`src/iec958_rx_params.svh`:
```
// Offsets, field positions, reset values and counts of the IEC958 receiver
`ifndef IEC958_RX_PARAMS_SVH
`define IEC958_RX_PARAMS_SVH
// ****************************************
// Register byte offsets
// ****************************************
`define RX1_CFG_OFS 8'h20
`define CCAP1_OFS 8'h24
`define STATUS_OFS 8'h40
`define IRQ_CLR_OFS 8'h44
`define UREC1_OFS 8'h88
`define QREC1_OFS 8'h8C
`define SUB_CTRL_OFS 8'h90
`define RX2_CFG_OFS 8'hD0
`define CCAP2_OFS 8'hD4
`define UREC2_OFS 8'hD8
`define QREC2_OFS 8'hDC
// ****************************************
// Reset values and fields
// ****************************************
`define RX1_CFG_RST 16'h0000
`define RX2_CFG_RST 16'h3F00
`define SUB_CTRL_RST 16'h0000
`define SRC_SEL_LSB 6
`define SYNC_EN1_BIT 1
`define FL_CC_NEW 0
`define FL_CC_CHG 1
`define FL_VALID 2
`define FL_ILLEGAL 3
`define FL_PARITY 4
`define FL_LENGTH 5
`define FL_UFULL 6
`define FL_QFULL 7
`define FL_W 8
`define RESP_OKAY 2'h0
`define RESP_SLVERR 2'h2
// ****************************************
// Stream counts
// ****************************************
`define CNT_W 10
`define IVL_MAX 10'h3FF
`define LAST_DATA_BIT 5'h1B
`define LAST_C_FRAME 8'h1F
`define FRAME_NONE 8'hFF
`define LAST_REG_BIT 5'h1F
`define ZERO_RUN_LAST 4'hA
`define USYM_LAST 4'h7
`define PACKET_SYMS 7'h62
`define PRE_B 6'h17
`define PRE_M 6'h35
`define PRE_W 6'h26
`endif

```
`src/iec958_rx_pkg.sv`:
```
// Types shared by the IEC958 receiver
package iec958_rx_pkg;
   typedef enum logic [2:0]
   {
      ST_HUNT = 3'h1,
      ST_PRE = 3'h2,
      ST_DATA = 3'h4
   } rx_state_e;
   typedef logic [31:0] axi_data_t;
endpackage

```
`src/iec958_rx.sv`:
```
// Dual IEC958 receive interface with AXI4-Lite register access
// Functional notes
// - Config bits 7:6 pick one of four inputs for each receiver.
// - Audio leaves as 20-bit words on the internal audio bus.
// - Each receiver captures first 32 control bits per block, uninterpreted.
// - Control bit zero lands at register bit 31, bit 31 at bit 0.
// - New capture sets an interrupt flag, cleared via irq-clear write.
// - Control-change flag sets on each capture update, clears on its read.
// - Capture register double buffered; reads always coherent.
// - Frame with validity bit set raises the validity-bad flag.
// - Transition intervals of one, two, three periods become s1, s2, s3.
// - Illegal symbol sequence sets flag, no correction, cleared by write.
// - Parity mismatch sets bit-error flag, cleared by irq-clear write.
// - Recovered 128x sample rate tick feeds only the rate meter.
// - User bits shift into 32-bit register, earliest bit at bit 31.
// - Subcode sync detection runs only when its enable bit is set.
// - A leading one starts a data symbol; eleven zeros a zero symbol.
// - Pattern data, zero, zero, data symbols declares sync.
// - Ninety-eight symbols after previous sync also declares sync.
// - Wrong sync distance or wrong register fill sets length-error flag.
// - Q bits from data symbols assemble MSB first into 32-bit register.
// - Sync with unfilled Q or user register flags length error.
// - Subcode control bit 1 enables sync mode of receiver one.
`timescale 1ns/10ps
`include "iec958_rx_params.svh"
module iec958_rx (
   input wire logic aclk,
   input wire logic aresetn,
   input wire logic [7:0] awaddr,
   input wire logic awvalid,
   output logic awready,
   input iec958_rx_pkg::axi_data_t wdata,
   input wire logic [3:0] wstrb,
   input wire logic wvalid,
   output logic wready,
   output logic [1:0] bresp,
   output logic bvalid,
   input wire logic bready,
   input wire logic [7:0] araddr,
   input wire logic arvalid,
   output logic arready,
   output iec958_rx_pkg::axi_data_t rdata,
   output logic [1:0] rresp,
   output logic rvalid,
   input wire logic rready,
   input wire logic [3:0] ebu_in,
   output logic [39:0] audio_data,
   output logic [1:0] audio_right,
   output logic [1:0] audio_valid,
   output logic [1:0] rate_meter_tick,
   output logic [15:0] exc_flags
);
   import iec958_rx_pkg::*;
   // ****************************************
   // Pin synchronisers
   // ****************************************
   logic [3:0] pin_s1_r, pin_s2_r, pin_s3_r, pin_f_r;
   wire [3:0] pin_agree = ~(pin_s2_r ^ pin_s3_r);
   wire [3:0] pin_f_nxt = (pin_agree & pin_s3_r) | (~pin_agree & pin_f_r);
   always_ff @(posedge aclk)
   begin
      if (!aresetn)
      begin
         pin_s1_r <= 4'h0;
         pin_s2_r <= 4'h0;
         pin_s3_r <= 4'h0;
         pin_f_r <= 4'h0;
      end
      else
      begin
         pin_s1_r <= ebu_in;
         pin_s2_r <= pin_s1_r;
         pin_s3_r <= pin_s2_r;
         pin_f_r <= pin_f_nxt;
      end
   end
   // ****************************************
   // AXI4-Lite slave
   // ****************************************
   logic awready_r, wready_r, bvalid_r, arready_r, rvalid_r;
   logic [7:0] awaddr_r;
   axi_data_t wdata_r, rdata_r;
   logic [3:0] wstrb_r;
   logic [1:0] bresp_r, rresp_r;
   logic [15:0] cfg1_r, cfg2_r, sub_ctrl_r;
   logic [31:0] cap_w [2];
   logic [31:0] user_w [2];
   logic [31:0] q_w [2];
   logic [`FL_W-1:0] flags_w [2];
   wire aw_hs = awvalid & awready_r;
   wire w_hs = wvalid & wready_r;
   wire ar_hs = arvalid & arready_r;
   wire do_write = !awready_r & !wready_r & !bvalid_r;
   wire [7:0] wa = {awaddr_r[7:2], 2'h0};
   wire [7:0] ra = {araddr[7:2], 2'h0};
   wire wr_cfg1 = do_write & (wa == `RX1_CFG_OFS);
   wire wr_cfg2 = do_write & (wa == `RX2_CFG_OFS);
   wire wr_sub = do_write & (wa == `SUB_CTRL_OFS);
   wire wr_clr = do_write & (wa == `IRQ_CLR_OFS);
   wire wr_ro = (wa == `CCAP1_OFS) | (wa == `CCAP2_OFS) |
      (wa == `UREC1_OFS) | (wa == `UREC2_OFS) | (wa == `QREC1_OFS) |
      (wa == `QREC2_OFS) | (wa == `STATUS_OFS);
   wire wr_hit = wr_cfg1 | wr_cfg2 | wr_sub | wr_clr | wr_ro;
   wire [15:0] lane_mask = {{8{wstrb_r[1]}}, {8{wstrb_r[0]}}};
   wire [15:0] clr_mask = wr_clr ? (wdata_r[15:0] & lane_mask) : 16'h0000;
   wire [15:0] cfg1_nxt = (wdata_r[15:0] & lane_mask) | (cfg1_r & ~lane_mask);
   wire [15:0] cfg2_nxt = (wdata_r[15:0] & lane_mask) | (cfg2_r & ~lane_mask);
   wire [15:0] sub_nxt =
      (wdata_r[15:0] & lane_mask) | (sub_ctrl_r & ~lane_mask);
   wire [1:0] rd_cap =
      {ar_hs & (ra == `CCAP2_OFS), ar_hs & (ra == `CCAP1_OFS)};
   wire [1:0] rd_user =
      {ar_hs & (ra == `UREC2_OFS), ar_hs & (ra == `UREC1_OFS)};
   wire [1:0] rd_q = {ar_hs & (ra == `QREC2_OFS), ar_hs & (ra == `QREC1_OFS)};
   wire rd_hit = (|rd_cap) | (|rd_user) | (|rd_q) | (ra == `RX1_CFG_OFS) |
      (ra == `RX2_CFG_OFS) | (ra == `SUB_CTRL_OFS) | (ra == `STATUS_OFS) |
      (ra == `IRQ_CLR_OFS);
   wire [31:0] rd_mux =
      (ra == `CCAP1_OFS) ? cap_w[0] :
      (ra == `CCAP2_OFS) ? cap_w[1] :
      (ra == `UREC1_OFS) ? user_w[0] :
      (ra == `UREC2_OFS) ? user_w[1] :
      (ra == `QREC1_OFS) ? q_w[0] :
      (ra == `QREC2_OFS) ? q_w[1] :
      (ra == `RX1_CFG_OFS) ? {16'h0000, cfg1_r} :
      (ra == `RX2_CFG_OFS) ? {16'h0000, cfg2_r} :
      (ra == `SUB_CTRL_OFS) ? {16'h0000, sub_ctrl_r} :
      (ra == `STATUS_OFS) ? {16'h0000, flags_w[1], flags_w[0]} :
      32'h0000_0000;
   always_ff @(posedge aclk)
   begin
      if (!aresetn)
      begin
         awready_r <= 1'b1;
         wready_r <= 1'b1;
         bvalid_r <= 1'b0;
         bresp_r <= `RESP_OKAY;
         awaddr_r <= 8'h00;
         wdata_r <= 32'h0000_0000;
         wstrb_r <= 4'h0;
         cfg1_r <= `RX1_CFG_RST;
         cfg2_r <= `RX2_CFG_RST;
         sub_ctrl_r <= `SUB_CTRL_RST;
      end
      else
      begin
         if (aw_hs)
         begin
            awready_r <= 1'b0;
            awaddr_r <= awaddr;
         end
         if (w_hs)
         begin
            wready_r <= 1'b0;
            wdata_r <= wdata;
            wstrb_r <= wstrb;
         end
         if (do_write)
         begin
            bvalid_r <= 1'b1;
            bresp_r <= wr_hit ? `RESP_OKAY : `RESP_SLVERR;
         end
         if (bvalid_r & bready)
         begin
            bvalid_r <= 1'b0;
            awready_r <= 1'b1;
            wready_r <= 1'b1;
         end
         if (wr_cfg1)
            cfg1_r <= cfg1_nxt;
         if (wr_cfg2)
            cfg2_r <= cfg2_nxt;
         if (wr_sub)
            sub_ctrl_r <= sub_nxt;
      end
   end
   always_ff @(posedge aclk)
   begin
      if (!aresetn)
      begin
         arready_r <= 1'b1;
         rvalid_r <= 1'b0;
         rdata_r <= 32'h0000_0000;
         rresp_r <= `RESP_OKAY;
      end
      else if (ar_hs)
      begin
         arready_r <= 1'b0;
         rvalid_r <= 1'b1;
         rdata_r <= rd_mux;
         rresp_r <= rd_hit ? `RESP_OKAY : `RESP_SLVERR;
      end
      else if (rvalid_r & rready)
      begin
         arready_r <= 1'b1;
         rvalid_r <= 1'b0;
      end
   end
   assign awready = awready_r;
   assign wready = wready_r;
   assign bvalid = bvalid_r;
   assign bresp = bresp_r;
   assign arready = arready_r;
   assign rvalid = rvalid_r;
   assign rdata = rdata_r;
   assign rresp = rresp_r;
   // ****************************************
   // Receivers
   // ****************************************
   for (genvar g = 0; g < 2; g++)
   begin : rx
      rx_state_e state_r;
      logic din_d_r, half_r, locked_r, chan_a_r, is_b_r, aud_v_r, right_r;
      logic tick_r;
      logic [1:0] tph_r;
      logic [`CNT_W-1:0] ivl_r, unit_r;
      logic [3:0] pre_r;
      logic [1:0] pre_n_r;
      logic [4:0] bitn_r, un_r, qn_r;
      logic [27:0] sr_r;
      logic [19:0] aud_r;
      logic [2:0] pend_r;
      logic [7:0] frame_r, dsym_r;
      logic [31:0] csh_r, cap_r, ush_r, ureg_r, qsh_r, qreg_r;
      logic [3:0] zcnt_r, dsym_n_r, hist_r;
      logic [6:0] symc_r;
      logic [`FL_W-1:0] flags_r;
      wire [1:0] src_sel = (g == 0) ? cfg1_r[`SRC_SEL_LSB+:2] :
         cfg2_r[`SRC_SEL_LSB+:2];
      wire din = pin_f_r[src_sel];
      wire edge_w = din ^ din_d_r;
      wire [11:0] iv = {2'h0, ivl_r};
      wire [11:0] t12 = {2'h0, unit_r} + {3'h0, unit_r[`CNT_W-1:1]};
      wire [11:0] t23 = {1'h0, unit_r, 1'h0} + {3'h0, unit_r[`CNT_W-1:1]};
      wire s1 = iv < t12;
      wire s2 = !s1 & (iv < t23);
      wire s3 = !s1 & !s2;
      wire [5:0] pre_word = {pre_r, s2 | s3, s1 | s3};
      wire pre_b = pre_word == `PRE_B;
      wire pre_m = pre_word == `PRE_M;
      wire pre_ok = pre_b | pre_m | (pre_word == `PRE_W);
      wire in_data = state_r == ST_DATA;
      wire in_pre = state_r == ST_PRE;
      wire bit_ev = edge_w & in_data & ((s2 & !half_r) | (s1 & half_r));
      wire done_ev = bit_ev & (bitn_r == `LAST_DATA_BIT);
      wire [27:0] sf = {s1, sr_r[27:1]};
      wire illegal_ev = edge_w & ((in_data & ((half_r & !s1) | s3)) |
         (in_pre & (pre_n_r == 2'h2) & !pre_ok) |
         ((state_r == ST_HUNT) & locked_r & !s3));
      wire [2:0] units = s1 ? 3'h1 : (s2 ? 3'h2 : 3'h3);
      // Space ticks four cycles apart
      wire tick_go = (pend_r != 3'h0) & (tph_r == 2'h0);
      wire [2:0] pend_dec = pend_r - {2'h0, tick_go};
      wire [2:0] pend_nxt = pend_dec + (edge_w ? units : 3'h0);
      wire [7:0] frm = is_b_r ? 8'h00 :
         ((frame_r == `FRAME_NONE) ? `FRAME_NONE : frame_r + 8'h01);
      wire c_take = done_ev & chan_a_r & (frm <= `LAST_C_FRAME);
      wire c_load = c_take & (frm == `LAST_C_FRAME);
      wire u_bit = sf[25];
      wire u_load = done_ev & (un_r == `LAST_REG_BIT);
      wire sync_en = sub_ctrl_r[`SYNC_EN1_BIT+g];
      wire sub_ev = done_ev & sync_en;
      wire idle = dsym_n_r == 4'h0;
      wire dsym_ev = sub_ev & !idle & (dsym_n_r == `USYM_LAST);
      wire zsym_ev = sub_ev & idle & !u_bit &
         (zcnt_r == `ZERO_RUN_LAST);
      wire [3:0] hist_nxt = {hist_r[2:0], dsym_ev};
      wire [6:0] symc_inc = symc_r + 7'h01;
      wire pat_sync = dsym_ev & (hist_nxt == 4'h9);
      wire sym_ev = dsym_ev | zsym_ev;
      wire cnt_sync = sym_ev & (symc_inc == `PACKET_SYMS);
      wire sync_ev = pat_sync | cnt_sync;
      wire q_bit = dsym_r[5];
      wire q_load = dsym_ev & (qn_r == `LAST_REG_BIT);
      wire len_err = (pat_sync & (symc_inc != `PACKET_SYMS)) |
         (sync_ev & (!flags_r[`FL_UFULL] | !flags_r[`FL_QFULL]));
      wire [`FL_W-1:0] set_v = {q_load, u_load, len_err,
         done_ev & (^sf), illegal_ev, done_ev & sf[24], c_load, c_load};
      wire [`FL_W-1:0] clr_v = {rd_q[g], rd_user[g],
         clr_mask[g*`FL_W+`FL_LENGTH], clr_mask[g*`FL_W+`FL_PARITY],
         clr_mask[g*`FL_W+`FL_ILLEGAL], clr_mask[g*`FL_W+`FL_VALID],
         rd_cap[g], clr_mask[g*`FL_W+`FL_CC_NEW]};
      // Set wins over a clear in the same cycle
      wire [`FL_W-1:0] flags_nxt =
         (flags_r & ~clr_v) | set_v;
      always_ff @(posedge aclk)
      begin
         if (!aresetn)
         begin
            din_d_r <= 1'b0;
            ivl_r <= `IVL_MAX;
            unit_r <= `IVL_MAX;
            pend_r <= 3'h0;
            tick_r <= 1'b0;
            tph_r <= 2'h0;
            flags_r <= 8'h00;
         end
         else
         begin
            din_d_r <= din;
            if (edge_w)
               ivl_r <= 10'h001;
            else if (ivl_r != `IVL_MAX)
               ivl_r <= ivl_r + 10'h001;
            if (edge_w & s1)
               unit_r <= ivl_r;
            pend_r <= pend_nxt;
            tick_r <= tick_go;
            tph_r <= tph_r + 2'h1;
            flags_r <= flags_nxt;
         end
      end
      // Frame sync and biphase bit decoding
      always_ff @(posedge aclk)
      begin
         if (!aresetn)
         begin
            state_r <= ST_HUNT;
            pre_r <= 4'h0;
            pre_n_r <= 2'h0;
            half_r <= 1'b0;
            locked_r <= 1'b0;
            chan_a_r <= 1'b0;
            is_b_r <= 1'b0;
            bitn_r <= 5'h00;
            sr_r <= 28'h000_0000;
         end
         else if (edge_w)
         begin
            unique case (state_r)
               ST_HUNT:
               begin
                  locked_r <= locked_r & s3;
                  pre_n_r <= 2'h0;
                  if (s3)
                     state_r <= ST_PRE;
               end
               ST_PRE:
               begin
                  pre_r <= pre_word[3:0];
                  pre_n_r <= pre_n_r + 2'h1;
                  if (pre_n_r == 2'h2)
                  begin
                     state_r <= pre_ok ? ST_DATA : ST_HUNT;
                     locked_r <= pre_ok & locked_r;
                     chan_a_r <= pre_b | pre_m;
                     is_b_r <= pre_b;
                     bitn_r <= 5'h00;
                     half_r <= 1'b0;
                  end
               end
               ST_DATA:
               begin
                  pre_n_r <= 2'h0;
                  if (s3)
                     state_r <= ST_PRE;
                  else if (half_r & s2)
                  begin
                     state_r <= ST_HUNT;
                     locked_r <= 1'b0;
                  end
                  else if (s1 & !half_r)
                     half_r <= 1'b1;
                  else
                  begin
                     half_r <= 1'b0;
                     sr_r <= sf;
                     bitn_r <= bitn_r + 5'h01;
                     if (bitn_r == `LAST_DATA_BIT)
                     begin
                        state_r <= ST_HUNT;
                        locked_r <= 1'b1;
                     end
                  end
               end
            endcase
         end
      end
      // Audio, control, user and subcode assembly
      always_ff @(posedge aclk)
      begin
         if (!aresetn)
         begin
            aud_r <= 20'h0_0000;
            aud_v_r <= 1'b0;
            right_r <= 1'b0;
            frame_r <= `FRAME_NONE;
            csh_r <= 32'h0000_0000;
            cap_r <= 32'h0000_0000;
            ush_r <= 32'h0000_0000;
            ureg_r <= 32'h0000_0000;
            un_r <= 5'h00;
         end
         else
         begin
            aud_v_r <= done_ev;
            if (done_ev)
            begin
               aud_r <= sf[23:4];
               right_r <= !chan_a_r;
               ush_r <= {ush_r[30:0], u_bit};
               un_r <= un_r + 5'h01;
            end
            if (done_ev & chan_a_r)
               frame_r <= frm;
            if (c_take)
               csh_r <= {csh_r[30:0], sf[26]};
            if (c_load)
               cap_r <= {csh_r[30:0], sf[26]};
            if (u_load)
               ureg_r <= {ush_r[30:0], u_bit};
         end
      end
      always_ff @(posedge aclk)
      begin
         if (!aresetn | !sync_en)
         begin
            zcnt_r <= 4'h0;
            dsym_n_r <= 4'h0;
            dsym_r <= 8'h00;
            hist_r <= 4'h0;
            symc_r <= 7'h00;
         end
         else if (sub_ev)
         begin
            if (!idle)
            begin
               dsym_r <= {dsym_r[6:0], u_bit};
               dsym_n_r <= dsym_ev ? 4'h0 : dsym_n_r + 4'h1;
            end
            else if (u_bit)
            begin
               dsym_r <= 8'h01;
               dsym_n_r <= 4'h1;
               zcnt_r <= 4'h0;
            end
            else
               zcnt_r <= zsym_ev ? 4'h0 : zcnt_r + 4'h1;
            if (sym_ev)
            begin
               hist_r <= hist_nxt;
               symc_r <= sync_ev ? 7'h00 : symc_inc;
            end
         end
      end
      always_ff @(posedge aclk)
      begin
         if (!aresetn)
         begin
            qsh_r <= 32'h0000_0000;
            qreg_r <= 32'h0000_0000;
            qn_r <= 5'h00;
         end
         else if (dsym_ev)
         begin
            qsh_r <= {qsh_r[30:0], q_bit};
            qn_r <= qn_r + 5'h01;
            if (q_load)
               qreg_r <= {qsh_r[30:0], q_bit};
         end
      end
      assign cap_w[g] = cap_r;
      assign user_w[g] = ureg_r;
      assign q_w[g] = qreg_r;
      assign flags_w[g] = flags_r;
      assign audio_data[g*20+:20] = aud_r;
      assign audio_valid[g] = aud_v_r;
      assign audio_right[g] = right_r;
      assign rate_meter_tick[g] = tick_r;
      assign exc_flags[g*`FL_W+:`FL_W] = flags_r;
   end
endmodule

```
`config.mk`:
```
export PLATFORM = sky130hd
export DESIGN_NAME = iec958_rx
export DESIGN_NICKNAME = d
export VERILOG_FILES = /design/src/iec958_rx_pkg.sv /design/src/iec958_rx.sv
export VERILOG_INCLUDE_DIRS = /design/src
export SDC_FILE = /design/constraint.sdc
export NUM_CORES = 2
export LEC_CHECK = 0
export CAP_MARGIN = 15
export CELL_PAD_IN_SITES_DETAIL_PLACEMENT = 1
export CELL_PAD_IN_SITES_GLOBAL_PLACEMENT = 1
export CORE_MARGIN = 2
export CORE_UTILIZATION = 32
export DETAILED_ROUTE_END_ITERATION = 16
export DONT_BUFFER_PORTS = 1
export GPL_ROUTABILITY_DRIVEN = 1
export PLACE_DENSITY = 0.58
export SETUP_SLACK_MARGIN = 0.3
export SLEW_MARGIN = 0
export SYNTH_ARGS = -nofsm -noshare
export SYNTH_HDL_FRONTEND = slang
export SYNTH_SLANG_ARGS = --single-unit
```
`constraint.sdc`:
```
create_clock -name aclk -period 15 [get_ports aclk]
set_input_delay 0.75 -clock aclk [delete_from_list [all_inputs] [get_ports aclk]]
set_output_delay 0.75 -clock aclk [all_outputs]
set_load 0.01 [all_outputs]
```
==> impl_metrics.csv <==
group,metric,value,unit
outcome,status,"finished, final reports clean",
global_route,grt_pass1_vias,28600,
synth,synthArstFlopShare,0,%
global_route,grtUsageTotal,18.6,%
power,powerDensity,127,nW/µm²
setup_path,end_kind,"register",
clock_network,clockBufferDepth,3,
synth,avgSynthCellArea,8.50,µm²
finish,num-nets-final,4147,
routing,viasPerCell,5.21,
floorplan,fp.dieH,334,µm
clock_network,cts_resized,0,
setup_path,cp_max_fo,25,
synth,yosys_warnings,0,
finish,syn2layout_area_growth,12.7,%
clock_network,postCtsSetupBuffers,0,
clock_network,cts-buffers-inserted,94,
finish,drive_above_1_share,6.20,%
placed_design,port_buffers,0,
floorplan,start_util,32.4,%
setup_path,worst_path_max_delay_cell,"or4_2",
setup_path,arrival,6.39,ns
timing,relSlewSlack,22.8,%
min_path,min_path_type,"input port to register",
clock_network,cts.clk_slew.worst_paths,0.06,ns
placed_design,place_congestion,0.806,
timing,rsz0062_at_grt,"false",
routing,routed_wl,104,mm
floorplan,rows,120,
timing,fin_setup_tns,0,ns
job,drv_cap,0,
routing,drtAntennaViolNets,0,
placed_design,place_hpwl,68.9,mm
setup_path,setup.worst_path.class,"register to register",
clock_network,hold_buffers,0,
clock_network,cts_tree,"yes",
timing,slew_violations,0,
finish,final_common_cell,"nand2_1",
timing,worst_slew_pin_slew,1.16,ns
routing,dr_total_vias,28400,
synth,yosysUniqueCellTypes,88,
setup_path,startpoint_type,"register",
global_route,grt-ovfl-total,0,
setup_path,critPathMaxStageDelay,0.91,ns
global_route,grt_max_degree,413,
synth,seq_area_frac_synth,45.7,%
finish,diodes,0,
timing,fin_skew,0.0317,ns
timing,max_freq,170,MHz
power,total_leakage_power,14.8,nW
floorplan,io_pins,166,
setup_path,crit_chain,"ha_1, a21o_1, a21oi_1, o21bai_1, a21oi_1, o21ai_0, a21oi_1, o21bai_1, xnor2_1, ha_1, nand3_1, o31a_1, a21o_1, a211oi_4, o2111ai_1, buf_4, or4_2, buf_4, mux2i_1",
routing,wire_per_inst,19.1,µm
timing,finalHoldViolations,0,
clock_network,clkLatencyLatePin,0.66,ns
finish,most-common-layout-cells,"nand2_1, dfxtp_1, a21oi_1",
routing,drt_iter0_markers,1399,
routing,drt-pass1-iter-count,5,
global_route,antenna_found_initial,3,
timing,setup_viol_count_final,0,
setup_path,crit_path_frequent_cell,"a21oi_1",
synth,ys.flop_type,"dfxtp_1",
finish,postLayoutCoreUtil,36.5,%
floorplan,coreArea,107000,µm²
setup_path,crit_required,15.51,ns
placed_design,dp.cells,5277,
synth,synth_edf_count,0,
synth,synthCells,4088,
global_route,grt_pass1_wl,167,mm
timing,timing.final.crit_period,5.88,ns
power,vdd_drop_max,0.0855,mV
floorplan,dieArea,111000,µm²
clock_network,h-tree-depth,3,
finish,finalNonFillerCells,5450,
synth,synth.cell_area,34800,µm²
synth,ys_ff_latch,793,
timing,min_period_over_period,39.2,%
clock_network,ctsRootBufferMaster,"clkbuf_16",
floorplan,die_x,334,µm
routing,drc,0,
clock_network,cts.sinks,793,
## cells in the mapped netlist (all sizes together) (9+ instances only)
| library cell | number | area share (%) |
|---|---|---|
| nand2 | 826 | 8.9 |
| dfxtp | 793 | 46 |
| a21oi | 386 | 5.6 |
| nor2 | 275 | 3.0 |
| mux2i | 265 | 7.6 |
| nand3 | 224 | 3.2 |
| o21ai | 214 | 3.1 |
| clkbuf | 206 | 2.2 |
| ha | 108 | 3.9 |
| xnor2 | 90 | 2.3 |
| a22oi | 56 | 1.2 |
| buf | 53 | 0.89 |
| inv | 48 | 0.52 |
| nor3 | 41 | 0.60 |
| a31oi | 39 | 0.70 |
| nand4 | 35 | 0.63 |
| xor2 | 32 | 0.83 |
| a211oi | 29 | 0.71 |
| and2 | 28 | 0.50 |
| and3 | 27 | 0.49 |
| nand2b | 23 | 0.41 |
| o211ai | 19 | 0.41 |
| a21o | 17 | 0.37 |
| a221oi | 17 | 0.43 |
| nor2b | 17 | 0.31 |
| or3 | 17 | 0.31 |
| o22ai | 16 | 0.29 |
| or4 | 14 | 0.30 |
| a222oi | 11 | 0.32 |
| o21a | 10 | 0.22 |
| o21bai | 10 | 0.22 |
| a22o | 9 | 0.23 |
| o31a | 9 | 0.23 |
| o31ai | 9 | 0.21 |
## routing by layer
layer,vias up,global-route usage [%],wire length [µm]
li1,14100,-,-
met4,4,4.82,2010
met3,115,2.93,3550
met1,13900,24.5,49300
met2,303,31.5,49400
met5,-,0,21
## cell families after synthesis
family                   share of synthesized area, %
other                                          0.0108
XOR/XNOR                                         3.12
AND/OR/NAND/NOR                                  19.5
adder cells (fa/ha/maj)                          4.23
flip-flops                                       45.7
AO/OA/AOI/OAI                                    16.1
multiplexers                                     7.79
buffers and inverters                            3.64
## power breakdown
group | total [mW] | internal [mW] | switching, mW
clock | 2.42 | 1.47 | 0.941
sequential | 2.23 | 2.15 | 0.0794
combinational | 0.321 | 0.135 | 0.186
## final cells by class
class / instances / area [µm²]
Timing Repair Buffer: 44 / 330
Fill cell: 12400 / 68200
Sequential cell: 793 / 15900
Clock buffer: 127 / 2680
Tap cell: 1403 / 1760
Clock inverter: 46 / 597
Inverter: 49 / 191
Multi-Input combinational cell: 2988 / 17800
## worst max-delay path, delay by kind of cell (launching register included)
family | cells | cell delay [ns]
fa+ha+maj | 2 | 0.61
buf+inv | 2 | 0.60
simple gates | 2 | 1.04
flops | 1 | 0.52
mux | 1 | 0.20
xor+xnor | 1 | 0.13
compound gates | 11 | 2.56
## per-stage QoR
stage	setup slack (ns)	power (mW)	cell area (µm²)	hold slack (ns)
after CTS	9.11	5.05	39200	0.161
after global placement	9.16	2.59	35900	0.403
after floorplan	10.20	2.51	34800	0.393
after global routing	8.66	5.19	39200	0.194
after detailed placement	9.12	2.60	35900	0.405
final	9.12	4.96	39200	0.211
## path summary, 6_finish.rpt
check / to / cells past startpoint / startpoint / slack (ns)
setup / recovery: rx[0].cap_r[20]$_SDFFE_PN0P_ / 19 / rx[0].unit_r[1]$_SDFFE_PN1P_ / 9.12
hold / removal: awready$_SDFFE_PP1P_ / 1 / awvalid / 0.21
setup reg to reg: rx[0].cap_r[20]$_SDFFE_PN0P_ / 19 / rx[0].unit_r[1]$_SDFFE_PN1P_ / 9.12
hold reg to reg: rx[1].tph_r[0]$_SDFF_PN0_ / 1 / rx[1].tph_r[0]$_SDFF_PN0_ / 0.41
## registers in the layout (all words and copies together), names as in the netlist, 20 cells and up, named ones only
signal     cells
rdata         32
rx.csh_r      62
rx.ush_r      62
rx.unit_r     20
rx.sr_r       54
rx.ivl_r      20
rx.ureg_r     64
rx.cap_r      64
rx.qsh_r      62
rx.qreg_r     64
rx.aud_r      40
Power figures use the tool's default switching activity.
